[src/hdl/ift_defines.svh]
`ifndef IFT_DEFINES_SVH
`define IFT_DEFINES_SVH
// Trace bus width
`define IFT_DATA_W 57
// Normal mode record codes
`define IFT_CODE_SEQ 1'b0
`define IFT_CODE_BR 2'b01
`define IFT_CODE_SHORT 4'b0011
`define IFT_CODE_MED 4'b1011
`define IFT_CODE_FULL 4'b0111
`define IFT_CODE_RESUME 4'b1111
// Special mode record codes
`define IFT_CODE_ROLL 2'b00
`define IFT_CODE_BM 2'b01
// Field positions
`define IFT_BM_ID_LSB 2
`define IFT_BM_INST_BIT 6
`define IFT_BM_PC_LSB 7
`define IFT_BM_NCC_BIT 38
`define IFT_BM_CYC_LSB 39
`define IFT_FULL_NCC_BIT 35
// Counter widths and limits
`define IFT_CYC_W 10
`define IFT_CYC_MAX 10'h3FF
`define IFT_MULTI_ID 4'h7
`define IFT_SYNC_W 12
`define IFT_SYNC_RST 12'hFFF
`endif

[src/hdl/ift_pkg.sv]
package ift_pkg;
  typedef enum logic [1:0] {
    IFT_M_OFF,
    IFT_M_NORMAL,
    IFT_M_MATCH,
    IFT_M_ILLEGAL
  } ift_mode_t;
  typedef enum {
    IFT_S_IDLE,
    IFT_S_RESUME,
    IFT_S_FULL,
    IFT_S_RUN
  } ift_state_t;
endpackage

[src/hdl/ift_encoder.sv]
// Operation
// - Debug mode silences all trace output
// - First traced instruction sends full PC
// - Overflow stalls core or restarts trace
// - Valid low without traced instruction or message
// - Sequential instruction encoded as 0
// - Non-sequential target gets 10/11 prefix
// - Static taken branch encoded 10
// - Computed target encoded 11 plus address
// - Short offset record 0011 plus offset
// - Medium offset record 1011 plus offset
// - Full PC record 0111, PC, flag
// - Full PC on instruction set change
// - Sync counter forces periodic full PC
// - Discontinuity sends 1111 then full PC
// - Special modes only without normal trace
// - Illegal mode combination sets status bit
// - Match records carry 10-bit delta cycle count
// - 1023 idle cycles emit rollover message
// - Cycle counter halts during wait
// - One match record per triggerpoint match
// - Match mode excludes normal and other special modes, not cycle count
// - Match record field layout
// - Rollover message code 00
// - 57-bit bus, upper bits zero
// - Multiple matches report identifier 7
`timescale 1ns/1ns
`default_nettype none
`include "ift_defines.svh"
module ift_encoder
  import ift_pkg::*;
#(
  parameter int SYNC_W = `IFT_SYNC_W
) (
  input wire logic clk_sys_i,
  input wire logic rst_b_i,
  input wire logic ce_i,
  input wire logic trace_active_in_i,
  input wire logic normal_enable_i,
  input wire logic match_trace_enable_i,
  input wire logic cycle_count_enable_i,
  input wire logic other_special_enable_i,
  input wire logic overflow_stall_enable_i,
  input wire logic [SYNC_W-1:0] sync_period_i,
  input wire logic debug_mode_i,
  input wire logic wait_stopped_i,
  input wire logic retire_valid_i,
  input wire logic [31:0] retire_pc_i,
  input wire logic retire_ncc_i,
  input wire logic retire_branch_taken_i,
  input wire logic retire_static_target_i,
  input wire logic match_valid_i,
  input wire logic [3:0] match_hits_i,
  input wire logic [3:0] match_first_id_i,
  input wire logic match_inst_i,
  input wire logic buffer_ready_i,
  input wire logic buffer_overflow_i,
  output logic [`IFT_DATA_W-1:0] trace_data_o,
  output logic trace_valid_o,
  output logic stall_core_o,
  output logic illegal_o
);
  // Refuse sync counter widths the countdown cannot serve
  if (SYNC_W < 2 || SYNC_W > 16) begin : g_sync_w_check
    $error("SYNC_W out of range");
  end

  ////////////////////////////////////////////////////////////////////////////
  // Mode decode
  ift_mode_t mode;
  wire trace_ok = !debug_mode_i && trace_active_in_i;
  wire bad_combo = (normal_enable_i && (match_trace_enable_i || cycle_count_enable_i
                   || other_special_enable_i))
                   || (match_trace_enable_i && other_special_enable_i);
  assign mode = bad_combo ? IFT_M_ILLEGAL :
                normal_enable_i ? IFT_M_NORMAL :
                match_trace_enable_i ? IFT_M_MATCH : IFT_M_OFF;
  wire norm_on = trace_ok && (mode == IFT_M_NORMAL);
  wire match_on = !debug_mode_i && (mode == IFT_M_MATCH);
  wire cyc_on = match_on && cycle_count_enable_i;

  ////////////////////////////////////////////////////////////////////////////
  // Normal mode state
  ift_state_t st_q, st_d;
  logic [31:0] last_pc_q;
  logic last_ncc_q;
  logic [SYNC_W-1:0] sync_q;
  logic illegal_q;

  // Signed offset fit check, used for both widths
  function automatic logic fits(input logic [31:0] d, input int bits);
    logic [31:0] hi;
    hi = $signed(d) >>> bits;
    return (hi == 32'h0) || (hi == 32'hFFFF_FFFF);
  endfunction

  wire [31:0] pc_offset = retire_pc_i - last_pc_q;
  wire fire = norm_on && retire_valid_i && !stall_core_o;
  wire isa_change = retire_ncc_i != last_ncc_q;
  wire sync_due = (sync_q == '0);
  wire need_full = isa_change || sync_due;
  wire ovf_drop = buffer_overflow_i && !overflow_stall_enable_i;

  // Record selection for a running instruction
  logic [`IFT_DATA_W-1:0] norm_word;
  always_comb begin
    norm_word = '0;
    if (st_q == IFT_S_RESUME) begin
      norm_word[3:0] = `IFT_CODE_RESUME;
    end else if (st_q == IFT_S_FULL || need_full) begin
      norm_word[3:0] = `IFT_CODE_FULL;
      norm_word[34:4] = retire_pc_i[31:1];
      norm_word[`IFT_FULL_NCC_BIT] = retire_ncc_i;
    end else if (!retire_branch_taken_i) begin
      norm_word[0] = `IFT_CODE_SEQ;
    end else if (retire_static_target_i) begin
      norm_word[1:0] = `IFT_CODE_BR;
    end else if (fits(pc_offset, 9)) begin
      norm_word[3:0] = `IFT_CODE_SHORT;
      norm_word[11:4] = pc_offset[8:1];
    end else if (fits(pc_offset, 17)) begin
      norm_word[3:0] = `IFT_CODE_MED;
      norm_word[19:4] = pc_offset[16:1];
    end else begin
      norm_word[3:0] = `IFT_CODE_FULL;
      norm_word[34:4] = retire_pc_i[31:1];
      norm_word[`IFT_FULL_NCC_BIT] = retire_ncc_i;
    end
  end

  // Sequencer: resume code, then full PC, then compact
  always_comb begin
    st_d = st_q;
    unique case (st_q)
      IFT_S_IDLE: if (norm_on) st_d = IFT_S_FULL;
      IFT_S_RESUME: if (fire) st_d = IFT_S_FULL;
      IFT_S_FULL: if (fire) st_d = IFT_S_RUN;
      IFT_S_RUN: if (ovf_drop) st_d = IFT_S_RESUME;
    endcase
    if (!norm_on) st_d = IFT_S_IDLE;
  end

  ////////////////////////////////////////////////////////////////////////////
  // Delta cycle counter
  logic [`IFT_CYC_W-1:0] cyc_cnt;
  logic cyc_roll;
  logic msg_out;
  wire match_fire = match_on && match_valid_i && (match_hits_i != 4'h0);
  assign msg_out = match_fire || cyc_roll;

  ift_cyc_counter u_cyc (
    .clk_sys_i(clk_sys_i),
    .rst_b_i(rst_b_i),
    .ce_i(ce_i),
    .run_i(cyc_on && !wait_stopped_i),
    .clear_i(!cyc_on || msg_out),
    .count_o(cyc_cnt),
    .roll_o(cyc_roll)
  );

  // Match record assembly
  wire multi_hit = (match_hits_i & (match_hits_i - 4'h1)) != 4'h0;
  logic [`IFT_DATA_W-1:0] bm_word;
  always_comb begin
    bm_word = '0;
    if (match_fire) begin
      bm_word[1:0] = `IFT_CODE_BM;
      bm_word[5:2] = multi_hit ? `IFT_MULTI_ID : match_first_id_i;
      bm_word[`IFT_BM_INST_BIT] = match_inst_i;
      bm_word[37:7] = retire_pc_i[31:1];
      bm_word[`IFT_BM_NCC_BIT] = retire_ncc_i;
      if (cycle_count_enable_i) bm_word[48:39] = cyc_cnt;
    end else begin
      bm_word[1:0] = `IFT_CODE_ROLL;
    end
  end

  ////////////////////////////////////////////////////////////////////////////
  // Registers
  always_ff @(posedge clk_sys_i) begin
    if (!rst_b_i) begin
      st_q <= IFT_S_IDLE;
      last_pc_q <= '0;
      last_ncc_q <= 1'b1;
      sync_q <= '0;
      illegal_q <= 1'b0;
      stall_core_o <= 1'b0;
      trace_valid_o <= 1'b0;
      trace_data_o <= '0;
    end else if (ce_i) begin
      st_q <= st_d;
      illegal_q <= bad_combo;
      stall_core_o <= norm_on && overflow_stall_enable_i && !buffer_ready_i;
      trace_valid_o <= 1'b0;
      trace_data_o <= '0;
      if (fire && st_q != IFT_S_IDLE) begin
        trace_valid_o <= 1'b1;
        trace_data_o <= norm_word;
        if (st_q != IFT_S_RESUME) begin
          last_pc_q <= retire_pc_i;
          last_ncc_q <= retire_ncc_i;
          sync_q <= (st_q == IFT_S_FULL || need_full) ? sync_period_i : sync_q - 1'b1;
        end
      end else if (msg_out) begin
        trace_valid_o <= 1'b1;
        trace_data_o <= bm_word;
      end
    end
  end
  assign illegal_o = illegal_q;

  ////////////////////////////////////////////////////////////////////////////
  // Assertions
  // Helper: a resume word went out and its full PC word is still due
  logic resume_open_q;
  always_ff @(posedge clk_sys_i) begin
    if (!rst_b_i) begin
      resume_open_q <= 1'b0;
    end else if (ce_i && trace_valid_o) begin
      resume_open_q <= (trace_data_o[3:0] == `IFT_CODE_RESUME);
    end
  end
endmodule // ift_encoder
`default_nettype wire

[src/hdl/ift_cyc_counter.sv]
`timescale 1ns/1ns
`default_nettype none
`include "ift_defines.svh"
// Delta cycle counter with rollover detection
module ift_cyc_counter (
  input wire logic clk_sys_i,
  input wire logic rst_b_i,
  input wire logic ce_i,
  input wire logic run_i,
  input wire logic clear_i,
  output logic [`IFT_CYC_W-1:0] count_o,
  output logic roll_o
);
  logic [`IFT_CYC_W-1:0] cnt_q;
  // Rolls over after a full count without message
  assign roll_o = run_i && (cnt_q == `IFT_CYC_MAX);
  assign count_o = cnt_q;
  // Restart on message, hold in wait
  always_ff @(posedge clk_sys_i) begin
    if (!rst_b_i) begin
      cnt_q <= '0;
    end else if (ce_i) begin
      if (clear_i) begin
        cnt_q <= `IFT_CYC_W'(1);
      end else if (run_i) begin
        cnt_q <= cnt_q + `IFT_CYC_W'(1);
      end
    end
  end
endmodule // ift_cyc_counter
`default_nettype wire

[config.mk]
export PLATFORM = sky130hd
export DESIGN_NAME = ift_encoder
export DESIGN_NICKNAME = d
export VERILOG_FILES = /design/src/hdl/ift_pkg.sv /design/src/hdl/ift_encoder.sv /design/src/hdl/ift_cyc_counter.sv
export VERILOG_INCLUDE_DIRS = /design/src /design/src/hdl
export SDC_FILE = /design/constraint.sdc
export NUM_CORES = 1
export LEC_CHECK = 0
export BUFFER_PORTS_ARGS = -buffer_cell sky130_fd_sc_hd__buf_2
export CAP_MARGIN = 20
export CORE_MARGIN = 3
export CORE_UTILIZATION = 30
export DETAILED_ROUTE_END_ITERATION = 8
export PLACE_DENSITY = 0.58
export REMOVE_ABC_BUFFERS = 1
export SLEW_MARGIN = 20
export SYNTH_ARGS = -nofsm -noshare
export SYNTH_HDL_FRONTEND = slang
export SYNTH_SLANG_ARGS = --single-unit
[constraint.sdc]
create_clock -name clk_sys_i -period 9 [get_ports clk_sys_i]
set_input_delay 0 -clock clk_sys_i [delete_from_list [all_inputs] [get_ports clk_sys_i]]
set_output_delay 0 -clock clk_sys_i [all_outputs]
set_load 0.005 [all_outputs]
Yosys cells after proc, flatten, opt, wreduce, memory -nomap -nowiden
Cells that the tools add are included.
{ "word_totals": {"ff_bits": 147, "latchBits": 0, "mem_bits_rw": 0, "romBits": 0, "inputBits": 71, "output_inout_bits": 60, "elab_cells": 106, "memories": 0} }
{ "classes": {"add_sub_neg": 4, "mul": 0, "div": 0, "order_cmp": 0, "eq_ne": 15, "shift": 0, "muxes": 35, "n_bitwise": 1, "reduce_logical": 42} }
{ "ops": {"columns": ["op", "n"], "rows": [
  ["2-to-1 mux 32 bit", 5],
  ["case mux 32 bit (4 select lines)", 1],
  ["2-to-1 mux 20 bit", 6],
  ["2-to-1 mux 49 bit", 2],
  ["equality test 32 x 2 -> 1 bit, second input constant", 3],
  ["logical NOT 32 bit", 3],
  ["equality test 32 bit, second input constant", 2],
  ["2-to-1 mux 47 bit", 1],
  ["2-to-1 mux 36 bit", 1],
  ["2-to-1 mux 35 bit", 1],
  ["2-to-1 mux 34 bit", 1],
  ["equality test 32 x 1 -> 1 bit, second input constant", 1],
  ["equality test 32 x 3 -> 1 bit, second input constant", 1],
  ["inequality test 32 x 2 -> 1 bit, second input constant", 1],
  ["nonzero test 32 bit", 1],
  ["subtractor 32 bit", 1],
  ["2-to-1 mux 10 bit", 3],
  ["2-to-1 mux 12 bit", 2],
  ["2-to-1 mux 24 bit", 1],
  ["logical AND 1 bit", 16],
  ["2-to-1 mux 16 bit", 1],
  ["logical NOT 12 bit", 1],
  ["subtractor 12 x 1 -> 12 bit, second input constant", 1],
  ["adder 10 x 1 -> 10 bit, second input constant", 1],
  ["17 further kinds", 40]
]} }

Logic depth before layout (Yosys ltp)
Gate-level depths: netlist of run 1.
{ "depth": {"depth_word": 15, "mapped_depth": 16, "ltp_nobuf": 13} }

Hierarchy
Synthesis of run 1 repeated with hierarchy kept, for this count alone.
{ "hier_totals": {"hier_cells": 1093, "hier_area_um2": 8091.5} }
{ "modules_own_cells": {"columns": ["module", "instances", "cells_each", "area_each_um2", "seq_area_each_um2"], "rows": [
  ["ift_encoder", 1, 1035, 7581.0, 1981.9],
  ["ift_cyc_counter", 1, 58, 510.5, 200.2]
]} }

Least setup slack after synthesis of run 1
No wires, ideal clock.
{ "synth_timing": {"path_kind": "register to register", "from": "reg last_pc_q[0]", "to": "reg trace_data_o[26]", "setup_ps": 125, "arrival_time_ps": 3681, "required_time_ps": 8875, "setup_slack_ps": 5194, "path_stages_with_launch": 16, "n_path_buf": 2, "synth_period_minus_slack_ps": 3806, "cell_sequence": "dfxtp_1 -> nand2b_1 -> fa_1 -> a21o_1 -> a221o_2 -> a22oi_2 -> a2111oi_1 -> or4_4 -> a211oi_1 -> nand4_1 -> or4_1 -> buf_2 -> nand3_2 -> a211oi_2 -> buf_2 -> o2bb2ai_1"} }
{ "synth_via": {"elab_chain_cells": 10, "word_cells_on_any_way": 14, "cone_classes": "1 x add/sub; 2 x eq/ne; 7 x mux; 4 x reduce/logical"} }
{ "synth_rtl": {"columns": ["item", "line", "source"], "rows": [
  ["start, declared", "ift_encoder.sv:85", "logic [31:0] last_pc_q;"],
  ["start signal, assigned", "ift_encoder.sv:200", "last_pc_q <= retire_pc_i;"],
  ["subtractor 32 bit *", "ift_encoder.sv:97", "wire [31:0] pc_offset = retire_pc_i - last_pc_q;"],
  ["equality test 32 bit or logical NOT 32 bit (tied branches)", "ift_encoder.sv:94", "return (hi == 32'h0) || (hi == 32'hFFFF_FFFF);"],
  ["logical OR 1 bit", "ift_encoder.sv:94", null],
  ["2-to-1 mux 16 bit", "ift_encoder.sv:121", "end else if (fits(pc_offset, 17)) begin"],
  ["2-to-1 mux 24 bit *", "ift_encoder.sv:118", "end else if (fits(pc_offset, 9)) begin"],
  ["2-to-1 mux 34 bit *", "ift_encoder.sv:116", "end else if (retire_static_target_i) begin"],
  ["2-to-1 mux 35 bit *", "ift_encoder.sv:114", "end else if (!retire_branch_taken_i) begin"],
  ["2-to-1 mux 36 bit *", "ift_encoder.sv:110", "end else if (st_q == IFT_S_FULL || need_full) begin"],
  ["2-to-1 mux 32 bit *", "ift_encoder.sv:108", "if (st_q == IFT_S_RESUME) begin"],
  ["2-to-1 mux 49 bit *", "ift_encoder.sv:196", "if (fire && st_q != IFT_S_IDLE) begin"],
  ["end signal, assigned", "ift_encoder.sv:198", "trace_data_o <= norm_word;"],
  ["end signal, assigned", "ift_encoder.sv:206", "trace_data_o <= bm_word;"],
  ["end, declared", "ift_encoder.sv:58", "output logic [`IFT_DATA_W-1:0] trace_data_o,"]
]} }
Mark *: on every way between the ends. The rest lies on a longest branch, timed or not.
A chain may end at the register's enable or synchronous reset.

Worst setup path in the final report of run 1
{ "layout_timing": {"from": "in retire_pc_i[0]", "to": "reg trace_data_o[21]"} }
{ "layout_via": {"elab_chain_cells": 10, "word_cells_on_any_way": 14, "cone_classes": "1 x add/sub; 2 x eq/ne; 7 x mux; 4 x reduce/logical"} }
{ "layout_rtl": {"columns": ["item", "line", "source"], "rows": [
  ["start, declared", "ift_encoder.sv:48", "input wire logic [31:0] retire_pc_i,"],
  ["subtractor 32 bit *", "ift_encoder.sv:97", null],
  ["equality test 32 bit or logical NOT 32 bit (tied branches)", "ift_encoder.sv:94", null],
  ["logical OR 1 bit", "ift_encoder.sv:94", null],
  ["2-to-1 mux 16 bit", "ift_encoder.sv:121", null],
  ["2-to-1 mux 24 bit *", "ift_encoder.sv:118", null],
  ["2-to-1 mux 34 bit *", "ift_encoder.sv:116", null],
  ["2-to-1 mux 35 bit *", "ift_encoder.sv:114", null],
  ["2-to-1 mux 36 bit *", "ift_encoder.sv:110", null],
  ["2-to-1 mux 32 bit *", "ift_encoder.sv:108", null],
  ["2-to-1 mux 49 bit *", "ift_encoder.sv:196", null]
]} }
Marked as above.

==> results.json, run 1 <==
{
  "top_level_ports": 131,
  "multiInputGateArea_um2": 4771,
  "root_buffer": "clkbuf_16",
  "syn_inst": 994,
  "htreeDepth": 3,
  "num_vias": 7578,
  "antenna_found_initial": 0,
  "grt_pass1_vias": 7061,
  "worstSkewPairLatency_ns": 0.37,
  "yosysWarnings": 0,
  "async_reset_ff_frac": 0,
  "route.detailed.drc": 0,
  "yosysSeqAreaShare": 0.2948,
  "fp-row-count": 56,
  "clock_sinks": 109,
  "cts-resized-gates": 0,
  "use_met2": 0.2702,
  "drive_gt1_frac": 0.1585,
  "p_per_area_nw_per_um2": 122.7,
  "antenna_left": 0,
  "avgViaCountPerCell": 5.255,
  "synth_top_cell_by_area": "dfxtp_1",
  "postLayoutSetupSlackWorst_ns": 3.955,
  "drv_slew": 0,
  "setup_viol": 0,
  "ys_ff_latch": 109,
  "final-hold-violation-count": 0,
  "place_inst": 1379,
  "globalRouteOverflowTotal": 0,
  "outcome": "finished, final reports clean",
  "place_ws_ns": 4.597,
  "drt_wl_total_um": 22630,
  "cp_max_fo": 16,
  "core_um2": 23890,
  "area_growth_pct": 21.21,
  "synth_ff_type": "dfxtp_1",
  "cp_data_required_time_ns": 9.25,
  "grtUsageMet3": 0.02891,
  "power_leakage_nw": 3.322,
  "total_power_mw": 1.101,
  "grt_max_degree": 105,
  "routabilityCongestion": 0.8998,
  "synth_top_area_share": 0.2948,
  "ys_top_cells_by_count": "144 x nand2_1, 109 x dfxtp_1, 105 x a21oi_1",
  "n_antenna_cell": 0,
  "portBuffers": 122,
  "syn_area_um2": 7402,
  "hpwl_um": 16150,
  "fin_tns_setup_ns": 0,
  "die_area_um2": 26600,
  "synth-edff-count": 0,
  "start_util": 0.3098,
  "clock.fmax_mhz": 198.2,
  "gr-usage-met1": 0.2288,
  "grt-busiest-layer": "met2",
  "rsz0062_at_grt": "no",
  "clkSlewWorstSetupHoldPaths_ns": 0.09,
  "grt_pass1_wl_um": 36230,
  "routedWlPerCell_um": 15.69,
  "fp.dieH_um": 163.1,
  "hp-class": "input pin to register",
  "startpoint_type": "input pin",
  "post-route-period-util": 0.5606,
  "first_pass_iters": 5,
  "instances_no_fill": 1442,
  "synth.most_common_cell": "nand2_1",
  "crit_arrival_ns": 5.30,
  "ir_drop_v": 0.00009575,
  "worstSetupPathType": "input pin to register",
  "synth_area_per_cell_um2": 7.447,
  "cts_tree": "built",
  "fp.dieW_um": 163.1,
  "gr-usage-all-layers": 0.1652,
  "regArea_um2": 2182,
  "finClkSkew_ns": 0.01661,
  "fin_crit_ns": 5.046,
  "clockBufferDepth": 2,
  "slew_headroom": 0.3234,
  "synthDistinctLibCells": 80,
  "maxCapViolCount": 0,
  "endpoint_kind": "register",
  "fin_nets": 1222,
  "drt_iter0_drc": 588,
  "cts_buffers": 9,
  "synth_area_leaders": "dfxtp_1 29%, nand2_1 7.3%, a21oi_1 7.1%",
  "fill_cells": 2488,
  "tightest_slew_ns": 1.015
}
-- logic make-up (layout without fill, tap and decap cells) --
group | Yosys count | after routing | synth area share
AND/OR/NAND/NOR | 369 | 369 | 0.2453
AO/OA/AOI/OAI | 331 | 331 | 0.2928
buffers and inverters | 114 | 236 | 0.06491
flip-flops | 109 | 109 | 0.2948
XOR/XNOR | 36 | 36 | 0.04361
adder cells (fa/ha/maj) | 34 | 34 | 0.05815
other | 1 | 8 | 0.0005066
-- critical path, stage by stage --
cell and delay [ns]:
dlygate4sd3_1 0.54, buf_2 0.13, nand2b_1 0.18, fa_1 0.42
a21o_1 0.19, a221o_2 0.43, a22oi_2 0.20, a2111oi_1 0.12
or4_4 0.44, a211oi_1 0.26, nand4_1 0.15, or4_1 0.77
nand3_2 0.35, a211oi_2 0.12, buf_4 0.26, o2bb2ai_1 0.14
dlygate4sd3_1 0.59
-- routing by layer --
metal,wire length (um),vias to the layer above
met5,0,-
met4,257,0
met3,1299,20
met2,10030,225
met1,11040,3523
li1,-,3810
-- final timing paths --
kind                    startpoint                to  slack (ns)  cells past startpoint
setup / recovery    retire_pc_i[0]  trace_data_o[21]        3.95                     17
hold / removal    sync_period_i[6]         sync_q[6]        0.01                      5
setup reg to reg      last_pc_q[0]  trace_data_o[21]        4.03                     15
hold reg to reg      last_pc_q[17]     last_pc_q[17]        0.46                      2
-- repair_timing --
item / CTS / global route
hold endpoints to repair: 64 / 0
hold buffers: 47 / 0
setup buffers: 0 / 0
-- metrics by stage --
stage,area (um2),utilization,hold WS (ns)
after floorplan,7113,-,0.07183
after global placement,8183,0.3425,0.2567
after detailed placement,8183,0.3425,0.2601
after CTS,8972,0.3755,0.002703
after global routing,8972,0.3755,0.01206
final,8972,0.3755,0.01354
-- state kept, by name, indices dropped and copies added (netlist names) --
signal	flops
trace_data_o	49
u_cyc.count_o	10
last_pc_q	32
illegal_o	1
sync_q	12
stall_core_o	1
st_q	2
last_ncc_q	1
trace_valid_o	1
-- power breakdown --
| part | switching, mW | total [mW] | internal (mW) |
|---|---|---|---|
| clock network | 0.221 | 0.424 | 0.203 |
| logic | 0.113 | 0.188 | 0.0750 |
| registers | 0.00279 | 0.489 | 0.486 |
-- area by class of cell --
type | instances | share of cell area
well taps | 319 | 0.04448
flip-flops and latches | 109 | 0.2432
repair buffers | 176 | 0.1266
clock buffers | 9 | 0.02510
clock inverters | 7 | 0.01046
inverters | 44 | 0.01841
multi-input cells | 778 | 0.5317
-- cell usage in the layout, fill, tap and decap left out, types with 5 or more instances in the layout --
cell and count:
xor2_1 18, nor2b_1 38, nor3_1 17, nor2_1 60, ha_1 32, xnor2_1 17
a211oi_1 12, nand3_1 25, o2bb2ai_1 16, nand2_1 144, buf_2 121, dfxtp_1 109
nand4_1 20, dlygate4sd3_1 47, a21o_1 15, a21oi_1 104, o21a_1 11, and3_1 9
buf_4 8, o21ai_0 55, o21ai_1 8, nand2b_1 10, a41oi_1 5, inv_1 43
nor3b_1 5, a31oi_1 42, clkbuf_16 9, or3_1 6, nor4_1 5, o211ai_1 5
a31o_1 7, conb_1 8
Note: power is estimated with default switching activity, not from simulation.
==> run 2, diff against run 1 <==
==> constraint.sdc (replaced) <==
create_clock -name clk_sys_i -period 5.3 [get_ports clk_sys_i]
set_input_delay 0 -clock clk_sys_i [delete_from_list [all_inputs] [get_ports clk_sys_i]]
set_output_delay 0 -clock clk_sys_i [all_outputs]
set_load 0.005 [all_outputs]
==> run 2 against run 1 <==
  * Total power increased by 72%
  * Register-to-register slack worse by 3.7 ns
  * Sequential share of layout area about the same
  * Critical endpoint is now trace_data_o[26]
  * Largest cell class unchanged
==> results.json, run 2 (same netlist as run 1, synthesis figures left out) <==
{
  "antenna_left": 0,
  "hp-class": "input pin to register",
  "htreeDepth": 3,
  "portBuffers": 122,
  "fin_nets": 1222,
  "slew_headroom": 0.2894,
  "fin_area_um2": 8984,
  "die_area_um2": 26600,
  "fill_cells": 2524,
  "start_util": 0.3098,
  "routedWlPerCell_um": 15.53,
  "internal_power_mw": 1.338,
  "outcome": "finished, final reports clean",
  "clkSlewWorstSetupHoldPaths_ns": 0.08,
  "largest_reg_flops": 49,
  "worstSetupPathType": "input pin to register",
  "startpoint_type": "input pin",
  "post-route-period-util": 0.9432,
  "post_dp_cell_area_um2": 8175,
  "globalRouteOverflowTotal": 0,
  "fp.dieW_um": 163.1,
  "drv_slew": 0,
  "final-hold-violation-count": 0,
  "gr-usage-all-layers": 0.1638,
  "endpoint_kind": "register",
  "clock.fmax_mhz": 200.0,
  "cts_buffers": 9,
  "cts_setup_buffers": 0,
  "p_sw_frac": 0.2948,
  "drt_wl_total_um": 22390,
  "worstSkewPairLatency_ns": 0.37,
  "critPathTopFamily": "simple AND/OR/NAND/NOR gates",
  "p_per_area_nw_per_um2": 211.3,
  "grt_max_degree": 90,
  "ir_drop_v": 0.0001484,
  "area_growth_pct": 21.37,
  "num_vias": 7568,
  "grt_pass1_wl_um": 36090,
  "power_leakage_nw": 3.322,
  "antenna_found_initial": 0,
  "maxCapViolCount": 0,
  "top_level_ports": 131,
  "rsz0062_at_grt": "no",
  "worst-path-buf-inv": 4,
  "cp_data_required_time_ns": 5.55,
  "fin_hold_ws_ns": 0.006700,
  "n_antenna_cell": 0,
  "tightest_slew_ns": 1.066,
  "routabilityCongestion": 0.8902,
  "crit_arrival_ns": 5.25,
  "clockBufferDepth": 2,
  "root_buffer": "clkbuf_16",
  "regMostFlops": "trace_data_o",
  "final_cell_mix": "144 x nand2_1, 121 x buf_2, 109 x dfxtp_1, 104 x a21oi_1, 60 x nor2_1",
  "drt_iter0_drc": 530,
  "slowest_stage": "nand4_1",
  "drive_gt1_frac": 0.1576,
  "fp.dieH_um": 163.1,
  "seq_power_share": 0.437,
  "cts_tree": "built",
  "hpwl_um": 16270,
  "power.switching_mw": 0.5594,
  "place_inst": 1378,
  "path_cells": "dlygate4sd3_1, buf_2, nand2b_1, fa_1, a21o_1, a221o_2, a22oi_2, a2111oi_1, o31ai_1, nand4_1, nor4_1, nand4_1, nand3_2, a211oi_2, buf_4, o2bb2ai_1, dlygate4sd3_1",
  "first_pass_iters": 5,
  "power_frac_comb": 0.168,
  "route.detailed.drc": 0,
  "clock_sinks": 109,
  "instances_no_fill": 1442,
  "fin_crit_ns": 4.999,
  "power.share.clock": 0.394,
  "final_common_cell": "nand2_1",
  "fin_tns_setup_ns": 0,
  "setup_viol": 0,
  "avgViaCountPerCell": 5.248,
  "grt_pass1_vias": 7048,
  "cp_max_fo": 16,
  "core_um2": 23890,
  "fp-row-count": 56,
  "reg_top3": "trace_data_o x49, last_pc_q x32, sync_q x12",
  "finClkSkew_ns": 0.01481,
  "slowest_delay_ns": 0.60
}
-- run 2: final timing paths --
check	slack, ns	start	endpoint	depth (start not counted)
max	0.30	retire_pc_i[0]	trace_data_o[26]	17
min	0.007	sync_period_i[5]	sync_q[5]	5
max reg2reg	0.36	last_pc_q[0]	trace_data_o[26]	15
min reg2reg	0.46	last_pc_q[4]	last_pc_q[4]	2
-- run 2: routing by layer --
metal | vias to the layer above | wire length, um | track usage
met5 | - | 0 | 0
met4 | 0 | 217 | 0.02999
met3 | 16 | 1176 | 0.02536
met2 | 227 | 9870 | 0.2671
met1 | 3523 | 11130 | 0.2312
li1 | 3802 | - | -
-- run 2: final cells by class --
cell class / instances / area [um2] / area share
Multi-Input combinational cell: 778 / 4771 / 0.5311
Sequential cell: 109 / 2182 / 0.2429
Timing Repair Buffer: 176 / 1139 / 0.1267
Tap cell: 319 / 399.1 / 0.04443
Clock buffer: 9 / 225.2 / 0.02507
Inverter: 44 / 166.4 / 0.01852
Clock inverter: 7 / 101.3 / 0.01128
-- run 2: power groups by stage --
stage | logic [mW] | registers [mW] | clock network, mW
after floorplan | 0.175 | 0.849 | 0
after global placement | 0.289 | 0.849 | 0
after detailed placement | 0.289 | 0.849 | 0
after CTS | 0.317 | 0.830 | 0.767
after global routing | 0.352 | 0.832 | 0.794
final | 0.319 | 0.830 | 0.749
-- run 2: metrics by stage --
step                power (mW)  setup slack (ns)    util
finish                   1.898            0.3008  0.3760
detailed placement       1.139            0.9235  0.3422
global placement         1.138            0.9864  0.3422
CTS                      1.914            0.3411  0.3759
floorplan                1.025             1.303       -
global route             1.978           0.08005  0.3760
-- run 2: worst min-delay path: cells and delay by family --
kind / cells / cell delay (ns)
AOI/OAI and AO/OA: 2 / 0.12
buffers and inverters: 1 / 0.09
and+or+nand+nor: 2 / 0.12
-- run 2: repair_timing --
item / CTS / global route
setup endpoints to repair: 0 / 0
gates resized for setup: 0 / 0
endpoints found under the hold margin: 67 / 0
hold buffers: 48 / 0
